File: src/common/dsg_consts.svh
// Purpose: Register map, field layout and timing constants of the
//          diagnostic signal generator.
// Assumes: 16-bit registers, each on one aligned 32-bit APB word.
// Notes:   Byte address is four times the register index.
`ifndef DSG_CONSTS_SVH
`define DSG_CONSTS_SVH

`define DSG_IDX_W          12
`define DSG_IDX_START_EVT  12'h036
`define DSG_IDX_CONTROL    12'h116
`define DSG_IDX_STATUS     12'h118

`define DSG_REG_W          16
`define DSG_CTRL_RST       16'h0000
`define DSG_CTRL_WMASK     16'h7fff
`define DSG_START_RST      16'h0000
`define DSG_START_WMASK    16'h03ff

`define DSG_DELAY_W        12
`define DSG_DELAY_MSB      11
`define DSG_ENABLE_BIT     12
`define DSG_TRAIN_BIT      13
`define DSG_FREQ_BIT       14

`define DSG_EVT_W          8
`define DSG_EVT_MSB        7
`define DSG_TRAIN_PULSES   84
`define DSG_TOGGLE_W       8

`define DSG_SYS_KHZ        125000
`define DSG_BUCKET_KHZ     53000
`define DSG_LOW_KHZ        2500
`define DSG_PHASE_W        24
`define DSG_BIT_DIV        16

`endif

File: src/common/dsg_pkg.sv
// Purpose: Types shared by the diagnostic signal generator modules.
// Assumes: Nothing beyond the constants header.
// Notes:   State codes are written out for readable waveforms.
`default_nettype none
package dsg_pkg;

    typedef enum logic [1:0]
    {
        ST_IDLE  = 2'b00,
        ST_DELAY = 2'b01,
        ST_RUN   = 2'b10
    } dsg_state_t;

    typedef enum logic [1:0]
    {
        RX_IDLE  = 2'b00,
        RX_START = 2'b01,
        RX_DATA  = 2'b10,
        RX_STOP  = 2'b11
    } dsg_rx_state_t;

endpackage : dsg_pkg
`default_nettype wire

File: src/common/dsg_evt_if.sv
// Purpose: Decoded beam-sync event code passed to the generator core.
// Assumes: Same clock on both sides.
// Notes:   valid is a one-cycle pulse; code stands until the next pulse.
`timescale 1ns/1ps
`default_nettype none
`include "dsg_consts.svh"
interface dsg_evt_if;
    logic [`DSG_EVT_MSB:0] code;
    logic                  valid;
    modport src (output code, output valid);
    modport snk (input code, input valid);
endinterface : dsg_evt_if
`default_nettype wire

File: src/rtl/dsg_beam_sync_rx.sv
// Purpose: Decodes event codes from the beam-sync serial link.
// Assumes: Idle high, one low start bit, 8 data bits LSB first,
//          one high stop bit, BIT_DIV system clocks per bit.
// Notes:   A frame with a low stop bit is dropped silently.
`timescale 1ns/1ps
`default_nettype none
`include "dsg_consts.svh"
module dsg_beam_sync_rx
    import dsg_pkg::*;
#(
    parameter int BIT_DIV = `DSG_BIT_DIV
)
(
    input  wire logic  sys_clk,
    input  wire logic  rst,
    input  wire logic  beamSyncSerialLink,
    dsg_evt_if.src     evt
);
    logic                  sync1_r;
    logic                  sync2_r;
    logic                  sync3_r;
    logic                  line_r;
    dsg_rx_state_t         rxState_r;
    logic [15:0]           baud_r;
    logic [3:0]            bitCnt_r;
    logic [`DSG_EVT_MSB:0] shift_r;
    logic                  bitTick;

    localparam logic [15:0] FULL = 16'(BIT_DIV - 1);
    localparam logic [15:0] HALF = 16'(BIT_DIV / 2 - 1);

    // Pin crosses in; filtered level moves only when stages 2 and 3 agree
    always_ff @(posedge sys_clk or posedge rst)
    begin
        if (rst)
        begin
            sync1_r <= 1'b1;
            sync2_r <= 1'b1;
            sync3_r <= 1'b1;
            line_r  <= 1'b1;
        end
        else
        begin
            sync1_r <= beamSyncSerialLink;
            sync2_r <= sync1_r;
            sync3_r <= sync2_r;
            if (sync2_r == sync3_r)
                line_r <= sync3_r;
        end
    end

    assign bitTick = (baud_r == 16'h0000);

    always_ff @(posedge sys_clk or posedge rst)
    begin
        if (rst)
        begin
            rxState_r <= RX_IDLE;
            baud_r    <= 16'h0000;
            bitCnt_r  <= 4'h0;
            shift_r   <= 8'h00;
        end
        else
        begin
            if (!bitTick)
                baud_r <= baud_r - 16'h0001;
            case (rxState_r)
                RX_IDLE:
                    if (!line_r)
                    begin
                        rxState_r <= RX_START;
                        baud_r    <= HALF;
                    end
                RX_START:
                    if (bitTick)
                    begin
                        // Sample points sit mid-bit from here on
                        rxState_r <= line_r ? RX_IDLE : RX_DATA;
                        baud_r    <= FULL;
                        bitCnt_r  <= 4'h0;
                    end
                RX_DATA:
                    if (bitTick)
                    begin
                        shift_r  <= {line_r, shift_r[`DSG_EVT_MSB:1]};
                        baud_r   <= FULL;
                        bitCnt_r <= bitCnt_r + 4'h1;
                        if (bitCnt_r == 4'(`DSG_EVT_W - 1))
                            rxState_r <= RX_STOP;
                    end
                RX_STOP:
                    if (bitTick)
                        rxState_r <= RX_IDLE;
                default:
                    rxState_r <= RX_IDLE;
            endcase
        end
    end

    always_ff @(posedge sys_clk or posedge rst)
    begin
        if (rst)
        begin
            evt.valid <= 1'b0;
            evt.code  <= 8'h00;
        end
        else
        begin
            evt.valid <= (rxState_r == RX_STOP) && bitTick && line_r;
            if ((rxState_r == RX_STOP) && bitTick && line_r)
                evt.code <= shift_r;
        end
    end

endmodule : dsg_beam_sync_rx
`default_nettype wire

File: src/rtl/dsg_top.sv
// Purpose: Diagnostic signal generator for the front-end channel cards,
//          with its APB register file and beam-sync event decoder.
// Assumes: One 125 MHz clock; bucket and low rates come from phase
//          accumulators as one-cycle enables.
// Notes:   Output edges jitter by one system clock against the ideal
//          53 MHz grid; a true 53 MHz needs the accelerator clock.
//
// The APB interface to the registers is this design's own decision.
`timescale 1ns/1ps
`default_nettype none
`include "dsg_consts.svh"
module dsg_top
    import dsg_pkg::*;
#(
    parameter int BIT_DIV      = `DSG_BIT_DIV,
    parameter int TRAIN_PULSES = `DSG_TRAIN_PULSES
)
(
    input  wire logic        sys_clk,
    input  wire logic        rst,
    input  wire logic        psel,
    input  wire logic        penable,
    input  wire logic        pwrite,
    input  wire logic [15:0] paddr,
    input  wire logic [31:0] pwdata,
    output var  logic [31:0] prdata,
    output logic             pready,
    output logic             pslverr,
    input  wire logic        beamSyncSerialLink,
    output var  logic        frontEndChannelDiag,
    output logic             diagActive
);
    localparam logic [`DSG_TOGGLE_W-1:0] LAST_TOGGLE =
        `DSG_TOGGLE_W'(2 * TRAIN_PULSES - 1);

    dsg_evt_if evt ();

    dsg_state_t               state_r;
    logic [`DSG_REG_W-1:0]    ctrl_r;
    logic [`DSG_REG_W-1:0]    startEvt_r;
    logic [`DSG_DELAY_MSB:0]  delayCnt_r;
    logic [`DSG_TOGGLE_W-1:0] toggleCnt_r;
    logic [`DSG_EVT_MSB:0]    lastEvt_r;
    logic [`DSG_PHASE_W-1:0]  phase_r [2];
    logic [1:0]               tick;
    logic                     halfTick;
    logic                     freqTick;
    logic                     enable;
    logic                     trainMode;
    logic                     evtHit;
    logic                     restart;
    logic                     delayDone;
    logic                     trainDone;
    logic                     access;
    logic                     mapped;
    logic [`DSG_REG_W-1:0]    rdMux;

    function automatic logic regHit(input logic [15:0] addr,
                                    input logic [`DSG_IDX_W-1:0] idx);
        regHit = (addr == {2'b00, idx, 2'b00});
    endfunction : regHit

    function automatic logic [`DSG_PHASE_W-1:0] phaseInc(input int khz);
        longint num;
        num = longint'(2 * khz) << `DSG_PHASE_W;
        phaseInc = `DSG_PHASE_W'(num / `DSG_SYS_KHZ);
    endfunction : phaseInc

    dsg_beam_sync_rx #(
        .BIT_DIV            (BIT_DIV)
    ) u_rx (
        .sys_clk            (sys_clk),
        .rst                (rst),
        .beamSyncSerialLink (beamSyncSerialLink),
        .evt                (evt)
    );

    // Tick 0 is the half-bucket rate, tick 1 twice the low frequency
    generate
        for (genvar g = 0; g < 2; g++)
        begin : g_tick
            localparam logic [`DSG_PHASE_W-1:0] INC =
                phaseInc(g == 0 ? `DSG_BUCKET_KHZ : `DSG_LOW_KHZ);
            logic [`DSG_PHASE_W:0] sum;
            assign sum     = {1'b0, phase_r[g]} + {1'b0, INC};
            assign tick[g] = sum[`DSG_PHASE_W];
            always_ff @(posedge sys_clk or posedge rst)
            begin
                if (rst)
                    phase_r[g] <= '0;
                else
                    phase_r[g] <= sum[`DSG_PHASE_W-1:0];
            end
        end
    endgenerate

    assign halfTick  = tick[0];
    assign freqTick  = ctrl_r[`DSG_FREQ_BIT] ? tick[1] : tick[0];
    assign enable    = ctrl_r[`DSG_ENABLE_BIT];
    assign trainMode = ctrl_r[`DSG_TRAIN_BIT];
    assign evtHit    = evt.valid &&
                       (evt.code == startEvt_r[`DSG_EVT_MSB:0]);
    // Continuous output is not disturbed by later events
    assign restart   = enable && evtHit &&
                       ((state_r == ST_IDLE) || trainMode);
    assign delayDone = halfTick && (state_r == ST_DELAY) &&
                       (delayCnt_r == `DSG_DELAY_W'(1));
    assign trainDone = (state_r == ST_RUN) && trainMode && freqTick &&
                       (toggleCnt_r == LAST_TOGGLE);

    always_ff @(posedge sys_clk or posedge rst)
    begin
        if (rst)
            state_r <= ST_IDLE;
        else if (!enable)
            state_r <= ST_IDLE;
        else if (restart)
            state_r <= (ctrl_r[`DSG_DELAY_MSB:0] == '0) ? ST_RUN
                                                        : ST_DELAY;
        else if (delayDone)
            state_r <= ST_RUN;
        else if (trainDone)
            state_r <= ST_IDLE;
    end

    always_ff @(posedge sys_clk or posedge rst)
    begin
        if (rst)
            delayCnt_r <= '0;
        else if (restart)
            delayCnt_r <= ctrl_r[`DSG_DELAY_MSB:0];
        else if (halfTick && (state_r == ST_DELAY))
            delayCnt_r <= delayCnt_r - `DSG_DELAY_W'(1);
    end

    always_ff @(posedge sys_clk or posedge rst)
    begin
        if (rst)
            toggleCnt_r <= '0;
        else if (restart || (state_r != ST_RUN))
            toggleCnt_r <= '0;
        else if (freqTick)
            toggleCnt_r <= toggleCnt_r + `DSG_TOGGLE_W'(1);
    end

    // Even toggle count, so a finished burst always parks low
    always_ff @(posedge sys_clk or posedge rst)
    begin
        if (rst)
            frontEndChannelDiag <= 1'b0;
        else if (!enable || restart || (state_r != ST_RUN))
            frontEndChannelDiag <= 1'b0;
        else if (freqTick)
            frontEndChannelDiag <= !frontEndChannelDiag;
    end

    assign diagActive = (state_r == ST_RUN);

    always_ff @(posedge sys_clk or posedge rst)
    begin
        if (rst)
            lastEvt_r <= '0;
        else if (evt.valid)
            lastEvt_r <= evt.code;
    end

    // APB slave, zero wait states
    assign access  = psel && penable;
    assign pready  = access;
    assign mapped  = regHit(paddr, `DSG_IDX_CONTROL) ||
                     regHit(paddr, `DSG_IDX_START_EVT) ||
                     regHit(paddr, `DSG_IDX_STATUS);
    assign pslverr = access && !mapped;

    always_ff @(posedge sys_clk or posedge rst)
    begin
        if (rst)
        begin
            ctrl_r     <= `DSG_CTRL_RST;
            startEvt_r <= `DSG_START_RST;
        end
        else if (access && pwrite)
        begin
            if (regHit(paddr, `DSG_IDX_CONTROL))
                ctrl_r <= pwdata[`DSG_REG_W-1:0] & `DSG_CTRL_WMASK;
            else if (regHit(paddr, `DSG_IDX_START_EVT))
                startEvt_r <= pwdata[`DSG_REG_W-1:0] & `DSG_START_WMASK;
        end
    end

    always_comb
    begin
        if (regHit(paddr, `DSG_IDX_CONTROL))
            rdMux = ctrl_r;
        else if (regHit(paddr, `DSG_IDX_START_EVT))
            rdMux = startEvt_r;
        else if (regHit(paddr, `DSG_IDX_STATUS))
            rdMux = {lastEvt_r, 5'h00, frontEndChannelDiag, state_r};
        else
            rdMux = 16'h0000;
    end

    // Read data registered in the setup cycle, valid in the access cycle
    always_ff @(posedge sys_clk or posedge rst)
    begin
        if (rst)
            prdata <= 32'h0000_0000;
        else if (psel && !penable && !pwrite)
            prdata <= {16'h0000, rdMux};
    end
endmodule : dsg_top
`default_nettype wire

File: config.mk
export PLATFORM = sky130hd
export DESIGN_NAME = dsg_top
export DESIGN_NICKNAME = d
export VERILOG_FILES = /design/src/common/dsg_pkg.sv /design/src/common/dsg_evt_if.sv /design/src/rtl/dsg_beam_sync_rx.sv /design/src/rtl/dsg_top.sv
export VERILOG_INCLUDE_DIRS = /design/src /design/src/common
export SDC_FILE = /design/constraint.sdc
export NUM_CORES = 1
export LEC_CHECK = 0
export ABC_AREA = 1
export BUFFER_PORTS_ARGS = -buffer_cell sky130_fd_sc_hd__buf_2
export CAP_MARGIN = 15
export CELL_PAD_IN_SITES_DETAIL_PLACEMENT = 1
export CELL_PAD_IN_SITES_GLOBAL_PLACEMENT = 2
export CORE_MARGIN = 2
export CORE_UTILIZATION = 38
export CTS_CLUSTER_SIZE = 28
export DETAILED_ROUTE_END_ITERATION = 10
export HOLD_SLACK_MARGIN = 0.02
export PLACE_DENSITY = 0.87
export SYNTH_ARGS = -nofsm -noshare
export SYNTH_HDL_FRONTEND = slang
export SYNTH_HIERARCHICAL = 1
export SYNTH_SLANG_ARGS = --single-unit
File: constraint.sdc
create_clock -name sys_clk -period 5.7 [get_ports sys_clk]
set_input_delay 0.57 -clock sys_clk [delete_from_list [all_inputs] [get_ports sys_clk]]
set_output_delay 0.57 -clock sys_clk [all_outputs]
set_load 0.005 [all_outputs]
## Word level (Yosys, flattened, before mapping)

Index checks and enable logic that the tools add are counted.

| word-level totals | value |
|---|---|
| register bits | 163 |
| input port bits | 54 |
| output and inout bits | 36 |
| logic and storage cells | 116 |

| operators by class | value |
|---|---|
| add/sub/neg operators | 6 |
| eq/ne operators | 20 |
| muxes and demuxes | 29 |
| bitwise gates (word level) | 1 |
| reduce and logical (&&, ||, !) cells | 40 |

Operator list:

| cell | number |
|---|---|
| 16-bit two-way mux | 6 |
| 16-bit by 11-bit == test with 1-bit output (second input constant) | 2 |
| 16-bit one-hot mux with 2 select lines | 1 |
| 24-bit by 20-bit adder with 25-bit output (second input constant) | 1 |
| 24-bit by 24-bit adder with 25-bit output (second input constant) | 1 |
| 12-bit two-way mux | 2 |
| 2-bit two-way mux | 11 |
| 16-bit by 8-bit == test with 1-bit output (second input constant) | 1 |
| 16-bit zero test | 1 |
| 8-bit two-way mux | 2 |
| 16-bit by 1-bit subtractor with 16-bit output (second input constant) | 1 |
| 1-bit logical AND | 15 |
| 12-bit by 1-bit == test with 1-bit output (second input constant) | 1 |
| 12-bit zero test | 1 |
| 12-bit by 1-bit subtractor with 12-bit output (second input constant) | 1 |
| 8-bit by 1-bit adder with 8-bit output (second input constant) | 1 |
| 8-bit == test | 1 |
| 8-bit == test (second input constant) | 1 |
| 4-bit two-way mux | 2 |
| 2-bit by 1-bit != test with 1-bit output (second input constant) | 4 |
| 2-bit one-hot mux with 4 select lines | 1 |
| 4-bit one-hot mux with 2 select lines | 1 |
| 2-bit nonzero test | 4 |
| 2-bit == test (second input constant) | 3 |
| 15 further kinds | 31 |

## Longest topological paths before layout

Gate-level depths: netlist of run 1.

| depth | value |
|---|---|
| word-level depth | 8 |
| mapped depth | 15 |
| mapped depth without buffers | 14 |

## Hierarchy

Netlist of run 1, hierarchy kept.

By module, submodules not included:

| module | times used | cells an instance | area each (um2) | sequential area each (um2) |
|---|---|---|---|---|
| dsg_top | 1 | 832 | 6409.9 | 2902.8 |
| dsg_beam_sync_rx | 1 | 279 | 2293.4 | 1081.0 |

## Least setup slack after synthesis of run 1

Ideal clock, no wire load.

| timing | value |
|---|---|
| path type | input-to-output |
| start point | input port paddr[9] |
| end point | output port pslverr |
| data arrival time | 1.637 ns |
| setup slack | 3.493 ns |
| cell stages on the path | 7 |
| cells stage by stage | or2_4 > nor4_4 > and2_4 > buf_6 > nor2_1 > nand2_1 > nor2_1 |

| between the ends | value |
|---|---|
| longest elaborated chain between the ends | 5 |
| elaborated cells on any way between the ends | 7 |

RTL lines:

| item | line | text |
|---|---|---|
| start: declaration | dsg_top.sv:24 | `input wire logic [15:0] paddr,` |
| 16-bit by 11-bit == test with 1-bit output or 16-bit by 8-bit == test with 1-bit output (tied branches) | dsg_top.sv:60 | `regHit = (addr == {2'b00, idx, 2'b00});` |
| 1-bit logical OR | dsg_top.sv:170 | `` assign mapped = regHit(paddr, `DSG_IDX_CONTROL) \|\| `` |
| 1-bit logical OR (*) | dsg_top.sv:170 |  |
| 1-bit zero test (*) | dsg_top.sv:173 | `assign pslverr = access && !mapped;` |
| 1-bit logical AND (*) | dsg_top.sv:173 |  |
| end: declaration | dsg_top.sv:28 | `output logic pslverr,` |

Every way passes the cells marked *; elsewhere a longest branch is shown, timed or not.

## Worst setup path in the final report of run 1

Same ends and word-level chain as after synthesis.

==> flow_metrics.tcl, run 1 <==
set metrics [dict create \
    run_status "complete, no violations" \
    peakVddDrop_mv 0.200 \
    arrival_ns 2.15 \
    cts_tree "built" \
    synthToLayoutAreaGrowth_pct 12.1 \
    grt_util_all_layers 0.195 \
    avgSynthCellArea_sq_um 7.83 \
    drt_iter0_drc 356 \
    fp.dieW_microns 155 \
    fin_nets 1235 \
    drcViolationCount 0 \
    ys_ff_latch 159 \
    ant_nets 0 \
    clkTransAtPathRegs_ns 0.06 \
    diodes 0 \
    cts_buffers 17 \
    totalNegativeSetupSlack_ns 0 \
    drive_above_1_share 0.119 \
    post-dp-hpwl_mm 16.2 \
    initial_utilization 0.386 \
    setup_viol_count_final 0 \
    viasPerCell 4.90 \
    grt_pass1_wl_mm 37.7 \
    critPathKind "input pin to output pin" \
    gp_congestion 0.761 \
    antenna_found_initial 0 \
    seq_area_frac_synth 0.458 \
    overflow 0 \
    max_slew.worst_pin.slew_ns 0.954 \
    dieArea_sq_um 24100 \
    end_kind "output pin" \
    synth_cells 1111 \
    powerDensity_nw_per_um2 312 \
    portBuffers 56 \
    die_h_microns 155 \
    cap_violations 0 \
    drt-total-wl_mm 22.2 \
    rsz0062_at_grt "false" \
    ioPinCount 90 \
    leakage_nw 5.01 \
    syn_area_sq_um 8700 \
    hold_viol_final 0 \
    synth_warnings 6 \
    rows 55 \
    hold_path_class "input pin to flip-flop" \
    worstSkewPairLatency_ns 0.42 \
    dr.pass1.iters 5 \
    crit_path_max_fanout 22 \
    grt_max_degree 73 \
    wire_per_inst_microns 15.2 \
    start_kind "input pin" \
    vias 7184 \
    cp.required_ns 5.13 \
    clockBufferDepth 2 \
    core_area_sq_um 22600 \
    fin_worst_skew_ns 0.0101 \
    ys_types 49 \
    cts.sinks 159 \
    hold_buffers 0 \
    period_minus_slack_ns 2.72 \
    fin_crit_sh 0.477 \
    cts_resized 0 \
    cts_setup_buffers 0 \
    cts_root_buffer "clkbuf_16" \
    max_freq_mhz 367 \
    final-max-slew-violation-count 0 \
    slew_headroom 0.364 \
    cts_max_level 4 \
    first_global_vias 7517 \
    hold_ws_ns 0.244 \
]
cells in the mapped netlist (all sizes together):
library cell  instances  area, sq um
buf                  31          255
a31oi                 1         6.26
nor3b                 2         15.0
dfstp                 4          105
nand2               340         1310
clkbuf                5         21.3
nor3                 12         71.3
nand3                85          430
xor2                 38          333
xnor2                12          105
nand3b                5         37.5
o21ai                77          453
nand4                24          150
a22oi                 1         7.51
or2                   5         33.8
clkinv                1         3.75
o211ai                5         37.5
a21boi                2         15.0
inv                 137          514
nor4                  9         86.3
o21bai                4         30.0
maj3                  1         10.0
a21oi                24          131
conb                  1         3.75
nand2b                1         6.26
ha                   14          175
nor2                110          443
dfrtp               155         3880
o31ai                 2         15.0
a211oi                1         7.51
and2                  2         15.0
layer usage:
layer / vias up / track usage / routed length (microns)
met1: 3516 / 0.257 / 10700
met5: - / 0 / 0
li1: 3605 / - / -
met4: 0 / 0.0433 / 142
met2: 55 / 0.335 / 10900
met3: 8 / 0.0370 / 498
layout make-up:
cell class	count	area (sq um)
fillers	2836	12800
flip-flops and latches	159	3980
multi-input cells	793	3980
inverters	138	520
clock buffers	20	447
well taps	285	357
repair buffers	58	295
clock inverters	12	169
critical path, stage by stage:
cell     delay, ns
buf_2         0.12
or2_4         0.26
nor4_4        0.46
and2_4        0.40
nor2_1        0.07
nand2_1       0.09
nor2_1        0.05
buf_2         0.12
power by group:
group | internal [mW] | leakage, nW | switching (mW)
Clock | 0.742 | 0.300 | 0.471
Sequential | 1.19 | 2.06 | 0.0545
Combinational | 0.194 | 2.65 | 0.389
Total | 2.13 | 5.01 | 0.914
state kept, by name (all words and copies together), names as in the netlist, 10 cells and up, named ones only:
| signal | flops |
|---|---|
| ctrl_r | 15 |
| delayCnt_r | 12 |
| phase_r | 44 |
| prdata | 16 |
| startEvt_r | 10 |
| u_rx/baud_r | 16 |
stage by stage:
| step | total power, mW | utilization | instance area, sq um | cells | setup WS, ns |
|---|---|---|---|---|---|
| 6_report | 3.04 | 0.432 | 9750 | 1465 | 2.98 |
| 5_1_grt | 3.23 | 0.432 | 9750 | 1465 | 2.86 |
| 4_1_cts | 3.08 | 0.432 | 9750 | 1465 | 2.94 |
| 3_5_place_dp | 1.86 | 0.405 | 9140 | 1433 | 2.94 |
| 3_3_place_gp | 1.84 | 0.405 | 9140 | 1433 | 2.94 |
| 2_1_floorplan | 1.74 | - | 8760 | 1126 | 2.06 |
cells by family after synthesis:
group	share of synthesized area
compound gates	0.0808
xor+xnor	0.0503
fa+ha+maj	0.0213
buf+inv	0.0913
flops	0.458
other cells	0.000431
simple gates	0.298
layout by cell type, fill, tap and decap left out, drive strengths merged, types with 24 or more instances in the layout:
master	instances
nand2	340
dfrtp	155
inv	136
nor2	110
nand3	85
o21ai	77
buf	58
xor2	38
nand4	24
a21oi	24
final timing paths:
kind	from	end	slack [ns]	depth (start not counted)
worst max-delay path	paddr[9]	pslverr	2.98	8
worst min-delay path	beamSyncSerialLink	u_rx/sync1_r$_DFF_PP1_	0.24	1
worst max register to register	u_rx/evt.valid$_DFF_PP0_	toggleCnt_r[1]$_DFFE_PP0P_	3.46	9
worst min register to register	u_rx/sync1_r$_DFF_PP1_	u_rx/sync2_r$_DFF_PP1_	0.36	0
max in group asynchronous	rst	delayCnt_r[2]$_DFFE_PP0P_	4.15	3
min in group asynchronous	rst	u_rx/baud_r[15]$_DFF_PP0_	0.30	3
No activity file was read; power rests on OpenSTA's default activity.
==> run 2: changes to the inputs <==
CORE_UTILIZATION = 35   (was 38)
PLACE_DENSITY = 0.81   (was 0.87)
clock period = 2.73 ns   (was 5.7 ns; I/O delays follow)
==> run 2 against run 1 <==
Net effect:
- global-route usage fell by 1.5 points
- core utilization fell by 2.6 points
- register-to-register slack got worse by 2.9 ns
- non-clock buffer count rose by 6
- die area rose by 8.3%
- cell count rose by 3.1%
- combinational power rose by 110%
- worst hold slack got worse by 0.13 ns
- clock power rose by 120%
- cell area rose by 1.7%
- via count rose by 0.45%
- critical path depth rose by 4
==> flow_metrics.tcl, run 2 (synthesis gave the netlist of run 1 again) <==
set metrics [dict create \
    run_status "complete, no violations" \
    hold_buffers 2 \
    slew_headroom 0.557 \
    die_h_microns 162 \
    fin_crit_sh 0.801 \
    gp_congestion 0.778 \
    dr.pass1.iters 4 \
    dieArea_sq_um 26100 \
    max_slew.worst_pin.slew_ns 0.665 \
    hold_path_class "input pin to flip-flop" \
    largest_reg_flops 44 \
    nFillCells 3049 \
    viasPerCell 4.78 \
    portBuffers 56 \
    crit_path_max_fanout 12 \
    critPathKind "flip-flop to flip-flop" \
    reg_top3 "phase_r: 44 flops, prdata: 16 flops, u_rx/baud_r: 16 flops" \
    hold_viol_final 0 \
    pre_cts_slack_ns 0.520 \
    antenna_found_initial 0 \
    cts_max_level 4 \
    period_minus_slack_ns 2.19 \
    wire_per_inst_microns 14.9 \
    ant_nets 0 \
    grt_max_degree 117 \
    end_kind "flip-flop" \
    overflow 0 \
    cts_buffers 17 \
    cts_root_buffer "clkbuf_16" \
    setup_viol_count_final 0 \
    synthToLayoutAreaGrowth_pct 13.9 \
    max_freq_mhz 457 \
    totalNegativeSetupSlack_ns 0 \
    vias 7216 \
    diodes 0 \
    drt_iter0_drc 343 \
    cts_resized 0 \
    mostFrequentLayoutCell "nand2_1" \
    dpl_cell_area_sq_um 9230 \
    final_cells 1510 \
    p_seq_frac 0.396 \
    clkPwrFrac 0.413 \
    comb_power_share 0.190 \
    drt-total-wl_mm 22.5 \
    clkTransAtPathRegs_ns 0.07 \
    first_global_vias 7534 \
    drcViolationCount 0 \
    ioPinCount 90 \
    cp.required_ns 3.10 \
    arrival_ns 2.56 \
    clockBufferDepth 2 \
    cts_setup_buffers 0 \
    rows 57 \
    final-max-slew-violation-count 0 \
    fin_nets 1241 \
    final-seq-area_sq_um 3980 \
    powerDensity_nw_per_um2 661 \
    grt_pass1_wl_mm 37.7 \
    cap_violations 0 \
    leakage_nw 5.06 \
    dp_cells 1476 \
    multiInputGateArea_sq_um 3980 \
    fp.dieW_microns 162 \
    p_sw_mw 1.97 \
    start_kind "flip-flop" \
    top_register "phase_r" \
    grt_util_all_layers 0.180 \
    most-common-layout-cells "nand2_1, dfrtp_1, inv_1" \
    worst_slack_ns 0.543 \
    worstSkewPairLatency_ns 0.43 \
    cts.sinks 159 \
    intPower_mw 4.58 \
    post-dp-hpwl_mm 16.6 \
    switching_share 0.301 \
    design_area_sq_um 9910 \
    cts_tree "built" \
    initial_utilization 0.357 \
    rsz0062_at_grt "false" \
    peakVddDrop_mv 0.433 \
    drive_above_1_share 0.123 \
    core_area_sq_um 24400 \
    fin_worst_skew_ns 0.00975 \
]
## run 2: area by class of cell
| cell class | instances | area share |
|---|---|---|
| Clock inverter | 12 | 0.0209 |
| Timing Repair Buffer | 64 | 0.0361 |
| Inverter | 138 | 0.0526 |
| Multi-Input combinational cell | 793 | 0.402 |
| Sequential cell | 159 | 0.402 |
| Clock buffer | 20 | 0.0461 |
| Tap cell | 324 | 0.0409 |
## run 2: worst max-delay path, stage by stage (launching register included)
cell     delay, ns
dfrtp_1       0.36
inv_1         0.09
ha_1          0.19
nand2_1       0.07
nand2_1       0.14
o21ai_1       0.12
nand2_1       0.09
nand3_1       0.24
nand2_1       0.18
nand2_2       0.18
nor2_2        0.32
nand2_1       0.10
nand2_1       0.07
## run 2: metrics by stage
stage          hold slack [ns]  total power, mW   util
5_1_grt                  0.118             6.92  0.406
3_3_place_gp             0.350             3.87  0.378
4_1_cts                 0.0978             6.66  0.406
6_report                 0.114             6.55  0.406
2_1_floorplan            0.277             3.63      -
3_5_place_dp             0.350             3.90  0.378
## run 2: worst paths after layout
| check | start | end | slack [ns] | depth (start not counted) |
|---|---|---|---|---|
| max in group asynchronous | rst | toggleCnt_r[0]$_DFFE_PP0P_ | 1.66 | 4 |
| max | phase_r[24]$_DFF_PP0_ | toggleCnt_r[0]$_DFFE_PP0P_ | 0.54 | 12 |
| min | pwdata[9] | ctrl_r[9]$_DFFE_PP0P_ | 0.11 | 3 |
| min in group asynchronous | rst | u_rx/baud_r[2]$_DFF_PP0_ | 0.55 | 4 |
| min reg2reg | u_rx/sync1_r$_DFF_PP1_ | u_rx/sync2_r$_DFF_PP1_ | 0.36 | 0 |
| max reg2reg | phase_r[24]$_DFF_PP0_ | toggleCnt_r[0]$_DFFE_PP0P_ | 0.54 | 12 |
## run 2: routing by layer
| metal | global-route usage | vias up | wire (microns) |
|---|---|---|---|
| met5 | 0 | - | 0 |
| met4 | 0.0459 | 0 | 212 |
| met3 | 0.0312 | 11 | 514 |
| met2 | 0.312 | 64 | 11200 |
| met1 | 0.234 | 3524 | 10600 |
| li1 | - | 3617 | - |
## run 2: power by group through the flow
stage	clock, mW	combinational, mW	sequential [mW]
final	2.71	1.25	2.60
after global routing	2.85	1.45	2.61
after CTS	2.78	1.28	2.60
after detailed placement	0	1.26	2.64
after global placement	0	1.23	2.64
after floorplan	0	1.03	2.61
==> run 3: changes to the inputs <==
CORE_UTILIZATION = 32   (was 35)
PLACE_DENSITY = 0.78   (was 0.81)
clock period = 1.8 ns   (was 2.73 ns; I/O delays follow)
==> run 3 against run 2 <==
Net effect:
- die area grew 9.1%
- clock power increased by 36%
- non-clock buffer count increased by 104
- largest power group is now registers
- global-route usage down 0.60 points
==> flow_metrics.tcl, run 3 (synthesis gave the netlist of run 1 again) <==
set metrics [dict create \
    first_global_vias 7977 \
    initial_utilization 0.325 \
    dp_cells 1585 \
    top_register "phase_r" \
    grt_max_degree 44 \
    cts_root_buffer "clkbuf_16" \
    hold_viol_final 0 \
    cts_tree "built" \
    total_power_mw 9.72 \
    reg_top3 "phase_r: 44 flops, prdata: 16 flops, u_rx/baud_r: 16 flops" \
    ant_nets 0 \
    cts.sinks 159 \
    fin_worst_skew_ns 0.0113 \
    critPathKind "flip-flop to flip-flop" \
    cts_max_level 4 \
    design_area_sq_um 10900 \
    crit_path_max_fanout 6 \
    grt_pass1_wl_mm 39.9 \
    largest_reg_flops 44 \
    clockBufferDepth 2 \
    antenna_found_initial 0 \
    r2r_cells 12 \
    fp.dieW_microns 169 \
    viasPerCell 4.65 \
    drt-total-wl_mm 23.5 \
    fin_nets 1345 \
    totalNegativeSetupSlack_ns 0 \
    diodes 0 \
    vias 7583 \
    post-route-util 0.407 \
    worstSkewPairLatency_ns 0.43 \
    arrival_ns 2.06 \
    post-dp-hpwl_mm 18.0 \
    mostFrequentLayoutCell "nand2_1" \
    slew_headroom 0.619 \
    grt_util_all_layers 0.174 \
    cts_buffers 17 \
    pre_cts_slack_ns -0.159 \
    reg2reg_from "phase_r[41]$_DFF_PP0_" \
    most-common-layout-cells "nand2_1, dfrtp_1, inv_1" \
    die_h_microns 169 \
    leakage_nw 5.58 \
    final-max-slew-violation-count 0 \
    start_kind "flip-flop" \
    final_cells 1631 \
    worst_slack_ns 0.104 \
    overflow 0 \
    hold_path_class "input pin to flip-flop" \
    drcViolationCount 0 \
    peakVddDrop_mv 0.604 \
    hold_ws_ns 0.0390 \
    holdPathEnd "ctrl_r[6]$_DFFE_PP0P_" \
    hold_depth 3 \
    portBuffers 56 \
    cap_violations 0 \
    dr.pass1.iters 4 \
    r2r_slack_ns 0.10 \
    setup_viol_count_final 0 \
    gp_congestion 0.759 \
    dieArea_sq_um 28500 \
    max_freq_mhz 590 \
    period_minus_slack_ns 1.70 \
    wire_per_inst_microns 14.4 \
    final-seq-area_sq_um 3990 \
    powerDensity_nw_per_um2 891 \
    synthToLayoutAreaGrowth_pct 25.3 \
    max_slew.worst_pin.slew_ns 0.571 \
    nFillCells 3272 \
    clkTransAtPathRegs_ns 0.07 \
    multiInputGateArea_sq_um 4150 \
    rsz0062_at_grt "true" \
    drive_above_1_share 0.219 \
    run_status "complete, no violations" \
    ioPinCount 90 \
    rows 60 \
    end_kind "flip-flop" \
    dpl_cell_area_sq_um 10000 \
    fin_crit_sh 0.942 \
    core_area_sq_um 26800 \
    hold_path_startpoint "pwdata[6]" \
    drt_iter0_drc 297 \
    cp.required_ns 2.16 \
    reg2reg_to "toggleCnt_r[2]$_DFFE_PP0P_" \
]
-- run 3: what timing repair did --
item / CTS / global route
setup endpoints to repair: 22 / 37
pin swaps: 2 / 10
hold buffers: 7 / 0
resized for setup: 10 / 40
buffers inserted: 0 / 6
endpoints found under the hold margin: 60 / 0
gates cloned: 0 / 1
-- run 3: layer usage --
| metal | global-route usage | routed length (microns) | vias to the layer above |
|---|---|---|---|
| met5 | 0 | 0 | - |
| met4 | 0.0356 | 231 | 0 |
| met3 | 0.0327 | 611 | 11 |
| met2 | 0.307 | 11800 | 55 |
| met1 | 0.222 | 10900 | 3686 |
| li1 | - | - | 3831 |
-- run 3: power by group --
group | internal, mW | total, mW | switching, mW
clock | 2.07 | 3.69 | 1.63
sequential | 3.77 | 3.92 | 0.156
combinational | 0.778 | 2.10 | 1.32
total | 6.61 | 9.72 | 3.11
-- run 3: how the worst max path moves through the flow --
stage                         startpoint                         end  slack [ns]  cells after the start
4_1_cts        startEvt_r[1]$_DFFE_PP0P_   delayCnt_r[1]$_DFFE_PP0P_       0.008                     11
2_1_floorplan   u_rx/baud_r[2]$_DFF_PP0_    u_rx/baud_r[0]$_DFF_PP0_        0.02                      9
3_5_place_dp       phase_r[24]$_DFF_PP0_  toggleCnt_r[1]$_DFFE_PP0P_       -0.16                     13
6_report           phase_r[41]$_DFF_PP0_  toggleCnt_r[2]$_DFFE_PP0P_        0.10                     12
3_3_place_gp       phase_r[24]$_DFF_PP0_  toggleCnt_r[2]$_DFFE_PP0P_       -0.09                     13
5_1_grt            phase_r[41]$_DFF_PP0_  toggleCnt_r[5]$_DFFE_PP0P_       -0.02                     12
-- run 3: final cells by class --
type                    count  share of cell area
well taps                 341              0.0391
inverters                 138              0.0481
repair buffers            168               0.113
multi-input cells         793               0.381
clock inverters            15              0.0147
flip-flops and latches    159               0.365
clock buffers              17              0.0390
-- run 3: worst max-delay path, cell delays in order (launching register included) --
cell     delay, ns
dfrtp_1       0.42
nand2_1       0.11
inv_1         0.05
nand2_1       0.09
nand2_1       0.09
a21oi_2       0.17
nand3_4       0.15
nand2_4       0.12
nand2_4       0.07
nor2_4        0.13
buf_6         0.12
nand2_1       0.05
nand2_1       0.06
